`src/slcm_defs.svh`:
```
// Register offsets, field positions, reset values and timing counts of the line coder
`ifndef SLCM_DEFS_SVH
`define SLCM_DEFS_SVH
`define SLCM_OFF_CFG0 12'h000
`define SLCM_OFF_CFG1 12'h004
`define SLCM_OFF_CFG2 12'h008
`define SLCM_OFF_CFG3 12'h00c
`define SLCM_OFF_MODE 12'h010
`define SLCM_OFF_XBC 12'h014
`define SLCM_OFF_ISR 12'h018
`define SLCM_OFF_IMR 12'h01c
`define SLCM_OFF_TXC 12'h020
`define SLCM_OFF_STAT 12'h024
`define SLCM_CFG0_PU 7
`define SLCM_CFG0_BUS 4
`define SLCM_CFG0_CODE_LSB 2
`define SLCM_CFG1_CM_LSB 0
`define SLCM_CFG2_SOC_LSB 6
`define SLCM_CFG2_DIV 3
`define SLCM_MODE_RAC 3
`define SLCM_MODE_RTS 2
`define SLCM_MODE_TLP 0
`define SLCM_XBC_CAS 7
`define SLCM_ISR_CTSC 1
`define SLCM_ISR_XMR 4
`define SLCM_TXC_SEND 0
`define SLCM_TXC_ASYNC 1
`define SLCM_TXC_POOL 2
`define SLCM_RST8 8'h00
`define SLCM_IMR_RST 8'hff
`define SLCM_RST_TIME_US 5
`endif

```
`src/slcm_pkg.sv`:
```
// Types shared by the line coder
package slcm_pkg;
	typedef enum logic [2:0] {
		SLCM_NRZ = 3'h0,
		SLCM_NRZI = 3'h1,
		SLCM_FM0 = 3'h2,
		SLCM_FM1 = 3'h3,
		SLCM_MAN = 3'h4
	} slcm_code_t;
	typedef enum logic [1:0] {
		SLCM_IDLE = 2'h0,
		SLCM_REQ = 2'h1,
		SLCM_SEND = 2'h3,
		SLCM_DRAIN = 2'h2
	} slcm_tx_t;
	typedef struct packed {
		logic [7:0] cfg0;
		logic [7:0] cfg1;
		logic [7:0] cfg2;
		logic [7:0] cfg3;
		logic [7:0] mode;
		logic [7:0] xbc;
		logic [7:0] isr;
		logic [7:0] imr;
		logic [2:0] txc;
		logic [1:0] cts_s;
		logic [1:0] cd_s;
		logic [1:0] rxd_s;
		logic [1:0] clk_s;
		logic clk_d;
		logic cts_d;
		slcm_tx_t tx;
		logic txd_lvl;
		logic tx_bit;
		logic [2:0] bitcnt;
		logic rx_en;
		logic rx_last;
		logic [2:0] rxcnt;
		logic rx_prev;
		logic rx_bit;
		logic rx_valid;
		logic rx_frame;
		logic rts_n;
		logic txd;
		logic txd_oe;
		logic pready;
		logic [31:0] prdata;
		logic pslverr;
	} slcm_state_t;
endpackage

```
`src/slcm_top.sv`:
```
// Line coding, modem handshake and loopback logic of one serial channel
`timescale 1ns/1ns
`include "slcm_defs.svh"

// How it works
// - NRZ line level equals data bit
// - Inversion bit inverts transmit and receive data
// - NRZI zero toggles, one holds level
// - FM0 edge each cell, mid edge zero
// - FM1 edge each cell, mid edge one
// - Manchester data first half, inverted second
// - Transmit leads receive by quarter bit
// - RTS low on request, or software driven
// - Send only after CTS granted
// - Framed CTS loss aborts, resends if buffered
// - Framed CTS loss after pool release resets transmitter
// - Async CTS loss finishes current character
// - CTS change sets flag, masked interrupt
// - Select 11 drives RTS low during reception
// - Select 10 holds RTS high
// - CD high starts receiver except mode one
// - CD low finishes current byte first
// - Test loop connects transmit to receive
// - Config registers reset to zero, powered down
// - Reset gives auto RTS, receiver off
module slcm_top (
	input wire logic pclk,
	input wire logic presetn,
	input wire logic psel,
	input wire logic penable,
	input wire logic pwrite,
	input wire logic [11:0] paddr,
	input wire logic [31:0] pwdata,
	output logic pready,
	output logic [31:0] prdata,
	output logic pslverr,
	input wire logic line_clk,
	input wire logic cts_n,
	input wire logic cd,
	input wire logic rxd,
	input wire logic tx_data,
	output logic tx_take,
	output logic rx_data,
	output logic rx_valid,
	output logic tx_repeat,
	output logic cts_irq,
	output logic rts_n,
	output logic txd,
	output logic txd_oe
);
	slcm_pkg::slcm_state_t q;
	slcm_pkg::slcm_state_t next_q;
	logic take_q;
	logic next_take;

	// Line encoder: level for the given half cell; first marks cell start
	function automatic logic enc(input logic [2:0] code, input logic lvl, input logic b,
		input logic first);
		logic r;
		r = lvl;
		unique case (code)
			3'h1: r = first ? (b ? lvl : ~lvl) : lvl;
			3'h2: r = first ? ~lvl : (b ? lvl : ~lvl);
			3'h3: r = first ? ~lvl : (b ? ~lvl : lvl);
			3'h4: r = first ? b : ~b;
			default: r = b;
		endcase
		return r;
	endfunction

	// Line decoder: bit recovered from the two halves of a cell
	function automatic logic dec(input logic [2:0] code, input logic prev, input logic h1,
		input logic h2);
		logic r;
		r = h1;
		unique case (code)
			3'h1: r = (h1 == prev);
			3'h2: r = (h1 == h2);
			3'h3: r = (h1 != h2);
			3'h4: r = h1;
			default: r = h1;
		endcase
		return r;
	endfunction

	logic [2:0] code;
	logic [2:0] cmode;
	logic [1:0] soc;
	logic div;
	logic wr;
	logic rd;
	logic clk_rise;
	logic clk_fall;
	logic cts_ok;
	logic rx_in;
	logic framed;
	logic bus_cm;
	logic rx_b;
	logic rx_second;

	assign code = q.cfg0[`SLCM_CFG0_CODE_LSB +: 3];
	assign cmode = q.cfg1[`SLCM_CFG1_CM_LSB +: 3];
	assign soc = q.cfg2[`SLCM_CFG2_SOC_LSB +: 2];
	assign div = q.cfg2[`SLCM_CFG2_DIV];
	assign wr = psel && penable && pwrite;
	assign rd = psel && !penable && !pwrite;
	// Rising line clock edge starts a half cell on transmit; falling samples receive,
	// so the transmitted level leads the sample point by a quarter bit
	assign clk_rise = q.clk_s[1] && !q.clk_d;
	assign clk_fall = !q.clk_s[1] && q.clk_d;
	assign cts_ok = !q.cts_s[1];
	// Test loop feeds the encoded output straight back into the decoder
	assign rx_in = q.mode[`SLCM_MODE_TLP] ? q.txd_lvl : q.rxd_s[1];
	assign framed = !q.txc[`SLCM_TXC_ASYNC];
	assign bus_cm = q.cfg0[`SLCM_CFG0_BUS] && (cmode == 3'h0 || cmode == 3'h1);
	assign rx_b = dec(code, q.rx_prev, q.rx_last, rx_in) ^ div;
	// In test loop the cell phase is taken from the transmitter, so both halves pair up
	assign rx_second = q.mode[`SLCM_MODE_TLP] ? !q.bitcnt[0] : q.rxcnt[0];

	// ---------------------------------------------------------------
	// Next state
	// ---------------------------------------------------------------
	always_comb begin
		next_q = q;
		next_take = 1'b0;
		next_q.cts_s = {q.cts_s[0], cts_n};
		next_q.cd_s = {q.cd_s[0], cd};
		next_q.rxd_s = {q.rxd_s[0], rxd};
		next_q.clk_s = {q.clk_s[0], line_clk};
		next_q.clk_d = q.clk_s[1];
		next_q.cts_d = q.cts_s[1];
		next_q.pready = psel && !penable;
		next_q.pslverr = 1'b0;
		next_q.rx_valid = 1'b0;
		// Any CTS edge is sticky; set beats a same-cycle software clear
		if (wr && paddr == `SLCM_OFF_ISR) begin
			next_q.isr = q.isr & ~pwdata[7:0];
		end
		if (q.cts_s[1] != q.cts_d) begin
			next_q.isr[`SLCM_ISR_CTSC] = 1'b1;
		end
		// Register writes
		if (wr) begin
			unique case (paddr)
				`SLCM_OFF_CFG0: next_q.cfg0 = pwdata[7:0];
				`SLCM_OFF_CFG1: next_q.cfg1 = pwdata[7:0];
				`SLCM_OFF_CFG2: next_q.cfg2 = pwdata[7:0];
				`SLCM_OFF_CFG3: next_q.cfg3 = pwdata[7:0];
				`SLCM_OFF_MODE: next_q.mode = pwdata[7:0];
				`SLCM_OFF_XBC: next_q.xbc = pwdata[7:0];
				`SLCM_OFF_IMR: next_q.imr = pwdata[7:0];
				`SLCM_OFF_TXC: next_q.txc = pwdata[2:0];
				default: next_q.txc = q.txc;
			endcase
		end
		// Register reads, answered with no wait state
		if (rd) begin
			unique case (paddr)
				`SLCM_OFF_CFG0: next_q.prdata = {24'h0, q.cfg0};
				`SLCM_OFF_CFG1: next_q.prdata = {24'h0, q.cfg1};
				`SLCM_OFF_CFG2: next_q.prdata = {24'h0, q.cfg2};
				`SLCM_OFF_CFG3: next_q.prdata = {24'h0, q.cfg3};
				`SLCM_OFF_MODE: next_q.prdata = {24'h0, q.mode};
				`SLCM_OFF_XBC: next_q.prdata = {24'h0, q.xbc};
				`SLCM_OFF_ISR: next_q.prdata = {24'h0, q.isr};
				`SLCM_OFF_IMR: next_q.prdata = {24'h0, q.imr};
				`SLCM_OFF_TXC: next_q.prdata = {29'h0, q.txc};
				`SLCM_OFF_STAT: next_q.prdata = {26'h0, q.tx, q.rx_en, q.rx_frame,
					q.cd_s[1], q.cts_s[1]};
				default: next_q.prdata = 32'h0;
			endcase
		end
		if (psel && !penable && paddr[1:0] != 2'h0) begin
			next_q.prdata = 32'h0;
		end
		// Error is decided at setup so that it stands together with pready
		if (psel && !penable && (paddr > `SLCM_OFF_STAT || paddr[1:0] != 2'h0)) begin
			next_q.pslverr = 1'b1;
		end
		// Transmit handshake
		unique case (q.tx)
			slcm_pkg::SLCM_IDLE: begin
				next_q.txd_lvl = q.txd_lvl;
				if (q.txc[`SLCM_TXC_SEND] && q.cfg0[`SLCM_CFG0_PU]) begin
					next_q.tx = slcm_pkg::SLCM_REQ;
				end
			end
			slcm_pkg::SLCM_REQ: begin
				if (!q.txc[`SLCM_TXC_SEND]) begin
					next_q.tx = slcm_pkg::SLCM_IDLE;
				end else if (cts_ok && clk_rise) begin
					next_q.tx = slcm_pkg::SLCM_SEND;
					next_q.bitcnt = 3'h0;
				end
			end
			slcm_pkg::SLCM_SEND: begin
				if (clk_rise) begin
					if (q.bitcnt[0] == 1'b0) begin
						next_q.tx_bit = tx_data ^ div;
						next_q.txd_lvl = enc(code, q.txd_lvl, tx_data ^ div, 1'b1);
						next_take = 1'b1;
					end else begin
						next_q.txd_lvl = enc(code, q.txd_lvl, q.tx_bit, 1'b0);
					end
					next_q.bitcnt = q.bitcnt + 3'h1;
				end
				if (!q.txc[`SLCM_TXC_SEND]) begin
					next_q.tx = slcm_pkg::SLCM_IDLE;
				end else if (!cts_ok && !framed) begin
					next_q.tx = slcm_pkg::SLCM_DRAIN;
				end else if (!cts_ok && q.txc[`SLCM_TXC_POOL]) begin
					next_q.tx = slcm_pkg::SLCM_IDLE;
					next_q.txc = 3'h0;
					next_q.isr[`SLCM_ISR_XMR] = 1'b1;
				end else if (!cts_ok) begin
					next_q.tx = slcm_pkg::SLCM_REQ;
					next_q.txd_lvl = 1'b1;
				end
			end
			slcm_pkg::SLCM_DRAIN: begin
				// Finish the character under way, then idle until CTS returns
				if (clk_rise) begin
					next_q.bitcnt = q.bitcnt + 3'h1;
					if (q.bitcnt == 3'h7) begin
						next_q.tx = slcm_pkg::SLCM_REQ;
						next_q.txd_lvl = 1'b1;
					end
				end
			end
		endcase
		// Receiver: carrier auto start outside clock mode one
		if (q.mode[`SLCM_MODE_RAC]) begin
			next_q.rx_en = 1'b1;
		end else if (q.xbc[`SLCM_XBC_CAS] && cmode != 3'h1) begin
			if (q.cd_s[1]) begin
				next_q.rx_en = 1'b1;
			end else if (q.rxcnt == 3'h0) begin
				next_q.rx_en = 1'b0;
			end
		end else begin
			next_q.rx_en = 1'b0;
		end
		if (q.rx_en && clk_fall) begin
			next_q.rxcnt = q.rxcnt + 3'h1;
			if (!rx_second) begin
				next_q.rx_last = rx_in;
			end else begin
				next_q.rx_bit = rx_b;
				next_q.rx_valid = 1'b1;
				next_q.rx_prev = (code == 3'h1) ? q.rx_last : rx_in;
				next_q.rx_frame = !rx_b || q.rx_frame;
			end
		end
		if (!q.rx_en) begin
			next_q.rx_frame = 1'b0;
			next_q.rxcnt = 3'h0;
		end
		// RTS pin function
		if (bus_cm && soc == 2'h2) begin
			next_q.rts_n = 1'b1;
		end else if (bus_cm && soc == 2'h3) begin
			next_q.rts_n = !q.rx_frame;
		end else if (q.mode[`SLCM_MODE_RTS]) begin
			next_q.rts_n = !q.txc[`SLCM_TXC_POOL];
		end else begin
			next_q.rts_n = (q.tx == slcm_pkg::SLCM_IDLE);
		end
		// Open drain unless push-pull selected
		next_q.txd = q.txd_lvl;
		next_q.txd_oe = q.cfg1[4] || !q.txd_lvl;
	end

	// ---------------------------------------------------------------
	// State register; control fields reset to zero, except imr which resets to all ones
	// ---------------------------------------------------------------
	always_ff @(posedge pclk or negedge presetn) begin
		if (!presetn) begin
			q <= '0;
			q.imr <= `SLCM_IMR_RST;
			q.rts_n <= 1'b1;
			q.txd <= 1'b1;
			q.txd_lvl <= 1'b1;
			take_q <= 1'b0;
		end else begin
			q <= next_q;
			take_q <= next_take;
		end
	end

	assign pready = q.pready;
	assign prdata = q.prdata;
	assign pslverr = q.pslverr;
	assign tx_take = take_q;
	assign rx_data = q.rx_bit;
	assign rx_valid = q.rx_valid;
	assign tx_repeat = q.isr[`SLCM_ISR_XMR];
	assign cts_irq = q.isr[`SLCM_ISR_CTSC] && !q.imr[`SLCM_ISR_CTSC];
	assign rts_n = q.rts_n;
	assign txd = q.txd;
	assign txd_oe = q.txd_oe;
endmodule

```
`config.mk`:
```
export PLATFORM = sky130hd
export DESIGN_NAME = slcm_top
export DESIGN_NICKNAME = d
export VERILOG_FILES = /design/src/slcm_pkg.sv /design/src/slcm_top.sv
export VERILOG_INCLUDE_DIRS = /design/src
export SDC_FILE = /design/constraint.sdc
export NUM_CORES = 1
export LEC_CHECK = 0
export BUFFER_PORTS_ARGS = -buffer_cell sky130_fd_sc_hd__buf_2
export CAP_MARGIN = 40
export CORE_MARGIN = 5
export CORE_UTILIZATION = 34
export CTS_BUF_LIST = sky130_fd_sc_hd__clkbuf_4 sky130_fd_sc_hd__clkbuf_8 sky130_fd_sc_hd__clkbuf_16
export CTS_CLUSTER_DIAMETER = 30
export DETAILED_ROUTE_END_ITERATION = 6
export PLACE_DENSITY = 0.63
export SYNTH_ARGS = -nofsm -noshare
export SYNTH_HDL_FRONTEND = slang
export SYNTH_SLANG_ARGS = --single-unit
```
`constraint.sdc`:
```
create_clock -name pclk -period 1.8 [get_ports pclk]
set_input_delay 0.18 -clock pclk [delete_from_list [all_inputs] [get_ports pclk]]
set_output_delay 0.18 -clock pclk [all_outputs]
set_load 0.01 [all_outputs]
```
Word level (Yosys, flattened, before mapping)
Cells that the tools add are included.
{ "op_classes": {"add_sub_neg": 2, "order_cmp": 1, "eq_ne": 36, "n_mux": 60, "bitwise_logic": 8, "n_reduce_logical": 58} }
{ "op_table": {"columns": ["operator", "n"], "rows": [
  ["$pmux 8 s10", 1],
  ["$mux 32", 2],
  ["$eq 12x5->1 const B", 4],
  ["$mux 3", 13],
  ["$mux 1", 28],
  ["$eq 12x4->1 const B", 2],
  ["$eq 12x6->1 const B", 2],
  ["$reduce_and 2->1", 10],
  ["$logic_and 1x1->1", 19],
  ["$eq 12x3->1 const B", 1],
  ["$gt 12x6->1 const B", 1],
  ["$logic_not 12->1", 1],
  ["$mux 2", 6],
  ["$ne 2x2->1 const B", 6],
  ["$logic_not 1->1", 11],
  ["$mux 5", 2],
  ["$reduce_and 5->1", 2],
  ["$pmux 3 s3", 1],
  ["$and 8x8->8", 1],
  ["$eq 2x2->1 const B", 4],
  ["$not 8->8", 1],
  ["$pmux 2 s4", 1],
  ["$reduce_bool 2->1", 4],
  ["$mux 7", 1],
  ["other kinds (24)", 41]
]} }
{ "word_totals": {"ff_bits": 131, "out_inout_bits": 42} }

Logic depth before layout (Yosys ltp)
{ "depth": {"depth_word": 10, "depth_mapped": 7, "ltp_nobuf": 6} }

Least setup slack after synthesis
OpenSTA, ideal clock, no wires.
{ "synth_path": {"path_type": "input port to flip-flop", "start": "input paddr[3]", "end": "register q[82] (netlist bit)", "setup_time_ns": 0.125, "arrival_time_ns": 1.710, "required_ns": 1.675, "setup_slack_ns": -0.035, "path_stages": 5, "n_path_buf": 1, "path_cell_list": "buf_2 nor4b_2 nand2_2 nor3_4 mux2_2"} }
{ "synth_between": {"elab_chain_len": 2} }
{ "synth_rtl": {"columns": ["item", "line", "text"], "rows": [
  ["from (decl)", "slcm_top.sv:32", "input wire logic [11:0] paddr,"],
  ["$eq 12x5->1", "slcm_top.sv:144", "unique case (paddr)"],
  ["$reduce_and 2->1 (no line)", null, null],
  ["to (signal assigned)", "slcm_top.sv:285", "q <= next_q;"],
  ["to (decl)", "slcm_top.sv:51", "slcm_pkg::slcm_state_t q;"]
]} }
Every way passes these cells.
A chain may end at the register's enable or synchronous reset.

Final worst setup path
{ "layout_path": {"start": "register q[90] (netlist bit)", "end": "register q[37] (netlist bit)"} }
{ "layout_between": {"elab_chain_len": 9} }
{ "layout_rtl": {"columns": ["item", "line", "text"], "rows": [
  ["$mux 1", "slcm_top.sv:113", "assign rx_in = q.mode[`SLCM_MODE_TLP] ? q.txd_lvl : q.rxd_s[1];"],
  ["$ne 1x1->1 or $eq 1x1->1 (tied branches)", "slcm_top.sv:79, slcm_top.sv:78", null],
  ["$pmux 1 s3", "slcm_top.sv:76", "unique case (code)"],
  ["$xor 1x1->1", "slcm_top.sv:116", "assign rx_b = dec(code, q.rx_prev, q.rx_last, rx_in) ^ div;"],
  ["$logic_not 1->1", "slcm_top.sv:251", "next_q.rx_frame = !rx_b || q.rx_frame;"],
  ["$logic_or 1x1->1", "slcm_top.sv:251", null],
  ["$mux 4", "slcm_top.sv:245", "if (!rx_second) begin"],
  ["$mux 7", "slcm_top.sv:243", "if (q.rx_en && clk_fall) begin"],
  ["$mux 1", "slcm_top.sv:254", "if (!q.rx_en) begin"]
]} }
Parallel ways exist; a longest one is shown, timed or not. The select of a mux whose other input is x is not followed.

==> implementation parameters <==
Parameter                              Value

Status
  Status ... completed

Timing
  Period utilization ... 0.907
  Hold WS ... 0.133 ns
  Number of pins exceeding their max-slew limit in the final report ... 0
  Count of endpoints failing setup in the final report ... 0
  Worst clock skew on the final layout ... 0.00674 ns
  Setup repair after global routing missed its margin ... false
  Min Clock Period, post-route ... 1.63 ns
  Setup ws final ... 0.167 ns
  Aggregate negative setup slack ... 0 ns
  Actual slew at the worst max-slew pin ... 0.526 ns
  Hold violation total from the final report ... 0
  Max Fclk ... 0.613 GHz
  Max-slew headroom at the worst pin ... 0.649

Cells and area
  Area of all sequential standard cells ... 0.00269 mm^2
  Most frequent standard cell in the layout excluding fill and tap cells ... sky130_fd_sc_hd__dfrtp_1
  Area grow syn2layout ... 18.7%
  Final-stage net count ... 593
  Filler cell count ... 1,509
  Count of non-filler cells in the finished layout ... 756
  Final core utilization ... 0.409
  Antenna diodes ... 0
  Post-layout instance area ... 0.00645 mm^2
  Multi-input gate area ... 0.00247 mm^2
  Proportion of layout cells with a drive suffix above 1 ... 0.369
  Commonest cells after routing, fill and taps aside ... 96 x sky130_fd_sc_hd__dfrtp_1, 63 x sky130_fd_sc_hd__mux2_2, 46 x sky130_fd_sc_hd__buf_2

Power and ir drop
  Logic pwr share ... 0.066
  IR drop worst, VDD ... 0.000477 V
  Clock power frac ... 0.425
  Register share of total power ... 0.509
  Net switching component of the power ... 1.15 mW
  Power per cell area ... 739 mW/mm^2
  Static leakage ... 2.99 nW
  Pwr Total ... 4.76 mW
  Internal power summed over all cells ... 3.61 mW
  Switching part of the total ... 0.242

Logic synthesis
  Post-Synth XOR/XNOR Area ... 0.00968
  Cell variety after synth ... 57
  EDFF count, synth ... 0
  Mean cell area of the mapped netlist ... 11.8 um^2
  Yosys reg bits ... 107
  Combinational family with the most area after synthesis ... multiplexers
  Seq/Total Area, Yosys ... 0.496
  Synthesized netlist cell count ... 459
  Ys async rst share ... 1.00
  Prevailing post-synth register cell ... sky130_fd_sc_hd__dfrtp_1
  Synth Warn # ... 0
  Area fraction in and, or, nand and nor cells after synthesis ... 0.131
  Area share of fa/ha/maj cells after synthesis ... 0.00921
  Synth Area in Compound Gates ... 0.0935
  Multiplexer fraction of the synthesized cell area ... 0.194
  Area of the mapped netlist ... 0.00543 mm^2

Global route
  Global-route congestion overflow total ... 0
  Global-route wire length before repair ... 21,300 um
  Via count of the first global-routing pass ... 3,889
  Layer with the highest usage after global routing ... met2
  Global routing met3 resource utilization ... 0.0322
  Largest net degree at the start of global routing ... 41
  Global-route usage over all layers ... 0.148
  Met1 usage ... 0.200
  Number of antenna violations at the first check in global routing ... 0
  Global-route met2 utilization ... 0.237

Floorplan
  Initial core utilization ... 0.344
  Num ports ... 96
  Die H ... 136 um
  Width of the die ... 136 um
  Full die area ... 0.0186 mm^2
  Core footprint ... 0.0158 mm^2
  FP Rows ... 46

Drt
  Via density ... 5.12
  Number of design rule violations left after detail routing ... 0
  Number of iterations in the first detailed-routing pass ... 5
  Violation count after the first detailed-routing iteration ... 233
  Final routed wirelength across all metal layers ... 13,000 um
  DR vias ... 3,867
  Final antenna-violating net count ... 0
  Routed WL per cell ... 17.2 um

Placed design
  Total cell area at the placement stage ... 0.00610 mm^2
  Placed Cells incl. Taps ... 735
  Post-detail-place hpwl ... 9860 um
  Routability congestion estimate from global placement ... 0.877
  Total of buffers placed on input and output ports ... 47
  Worst slack at placement ... -0.137 ns

Run
  Number of max-cap violations ... 0

Clocking
  Insertion delay to the later sink of the worst-skew pair ... 0.35 ns
  Root cell of the clock tree ... sky130_fd_sc_hd__clkbuf_16
  Maximum buffer depth of the clock tree ... 2
  TritonCTS clock tree ... done
  Number of clock buffers inserted by TritonCTS ... 9
  Clock transition at the register clock pins on the worst setup and hold paths after CTS ... 0.07 ns
  Clock Sink Count ... 107
  Number of post-CTS setup repair buffers ... 0
  Number of H-tree levels ... 3

Worst hold path
  Tightest Hold Check Type ... in -> reg

Critical path
  Crit Path Max Fanout ... 3
  Critical path launch point type ... register
  Stage delay of the slowest cell on the critical path ... 0.38 ns
  Critical path class ... reg -> reg
  Worst endpoint data arrival time ... 1.87 ns
  Cells along the critical path ... mux2_2, xor2_1, o21ai_0, nand3_1, a32o_1
  Count of buffer and inverter cells on the critical path ... 0
  Crit path max-delay family ... compound AO/OA/AOI/OAI gates
  Crit end category ... register
  Max stage delay cell, worst path ... sky130_fd_sc_hd__mux2_2
  Required time reported for the critical path endpoint ... 2.04 ns
power groups by stage:
| stage | clock (mW) | sequential [mW] | combinational, mW |
|---|---|---|---|
| CTS | 2.07 | 2.43 | 0.317 |
| detailed placement | 0 | 2.47 | 0.308 |
| floorplan | 0 | 2.47 | 0.164 |
| global route | 2.17 | 2.43 | 0.348 |
| finish | 2.02 | 2.43 | 0.314 |
| global placement | 0 | 2.47 | 0.301 |
Yosys cell counts, types with 2 or more instances:
library cell,count,area share
sky130_fd_sc_hd__mux2_2,63,0.13
sky130_fd_sc_hd__and3_1,3,0.0035
sky130_fd_sc_hd__xor2_1,3,0.0048
sky130_fd_sc_hd__o211ai_1,2,0.0028
sky130_fd_sc_hd__nor4_4,4,0.016
sky130_fd_sc_hd__nand4_1,6,0.0069
sky130_fd_sc_hd__xnor2_1,3,0.0048
sky130_fd_sc_hd__nor3_4,3,0.0090
sky130_fd_sc_hd__o2bb2ai_1,5,0.0081
sky130_fd_sc_hd__nand3b_1,2,0.0028
sky130_fd_sc_hd__ha_1,4,0.0092
sky130_fd_sc_hd__nor2_1,14,0.0097
sky130_fd_sc_hd__nand2b_1,8,0.0092
sky130_fd_sc_hd__nand4b_1,2,0.0032
sky130_fd_sc_hd__clkbuf_1,8,0.0055
sky130_fd_sc_hd__nand2_1,31,0.021
sky130_fd_sc_hd__mux4_2,6,0.025
sky130_fd_sc_hd__and2_1,3,0.0035
sky130_fd_sc_hd__o21ai_0,22,0.020
sky130_fd_sc_hd__o21a_1,2,0.0028
sky130_fd_sc_hd__a21o_1,2,0.0028
sky130_fd_sc_hd__dfrtp_1,96,0.44
sky130_fd_sc_hd__nor3_1,5,0.0046
sky130_fd_sc_hd__nor2b_1,5,0.0058
sky130_fd_sc_hd__nand4_2,2,0.0046
sky130_fd_sc_hd__nor2_2,2,0.0023
sky130_fd_sc_hd__a31oi_1,5,0.0058
sky130_fd_sc_hd__nand3_1,11,0.010
sky130_fd_sc_hd__inv_1,10,0.0069
sky130_fd_sc_hd__dfstp_2,11,0.053
sky130_fd_sc_hd__a21oi_1,15,0.014
sky130_fd_sc_hd__nor3b_1,2,0.0028
sky130_fd_sc_hd__a32o_1,4,0.0074
sky130_fd_sc_hd__nand2_2,2,0.0023
sky130_fd_sc_hd__buf_4,34,0.047
sky130_fd_sc_hd__mux2i_1,21,0.039
sky130_fd_sc_hd__a21boi_0,7,0.0097
sky130_fd_sc_hd__o22ai_1,4,0.0046
sky130_fd_sc_hd__or4_1,2,0.0028
sky130_fd_sc_hd__o41ai_1,2,0.0032
sky130_fd_sc_hd__buf_2,7,0.0064
metal layers:
layer,routed length [um],part of all wire
met1,5790,0.45
met2,6280,0.48
met3,649,0.050
met4,251,0.019
met5,0,0
kinds of logic (layout without fill, tap and decap cells):
group	Yosys count	after routing
AND/OR/NAND/NOR	113	113
other	1	24
multiplexers	90	90
adder cells (fa/ha/maj)	4	4
flip-flops	107	107
XOR/XNOR	6	6
AO/OA/AOI/OAI	78	78
buffers and inverters	60	118
path summary, 6_finish.rpt:
kind                            startpoint          to  slack (ns)  cells after the start
worst max-delay path                 q[90]       q[37]        0.17                      5
worst min-delay path             pwdata[7]       q[81]        0.13                      2
worst max register to register       q[90]       q[37]        0.17                      5
worst min register to register  next_q[62]  next_q[53]        0.36                      0
max in group asynchronous          presetn       q[66]        0.76                      3
min in group asynchronous          presetn  next_q[62]        0.35                      2
layout make-up:
type	instances	share of cell area
clock buffer	9	0.0349
clock inverter	7	0.0116
inverter	10	0.00582
multi-input combinational	315	0.384
sequential	107	0.417
tap	216	0.0419
timing repair buffer	92	0.105
flip-flops by register name, indices dropped and copies added, names as in the netlist:
signal / count
code: 3
cmode: 3
next_q: 7
tx_take: 1
rx_data: 1
rx_valid: 1
pslverr: 1
tx_repeat: 1
prdata: 8
q: 76
div: 1
txd: 1
txd_oe: 1
rts_n: 1
pready: 1
what timing repair did:
item | 4_1_cts | 5_1_grt
hold endpoints to repair | 33 | 0
hold buffers | 5 | 0
gates resized for setup | 0 | 0
(Power assumes the default switching activity.)
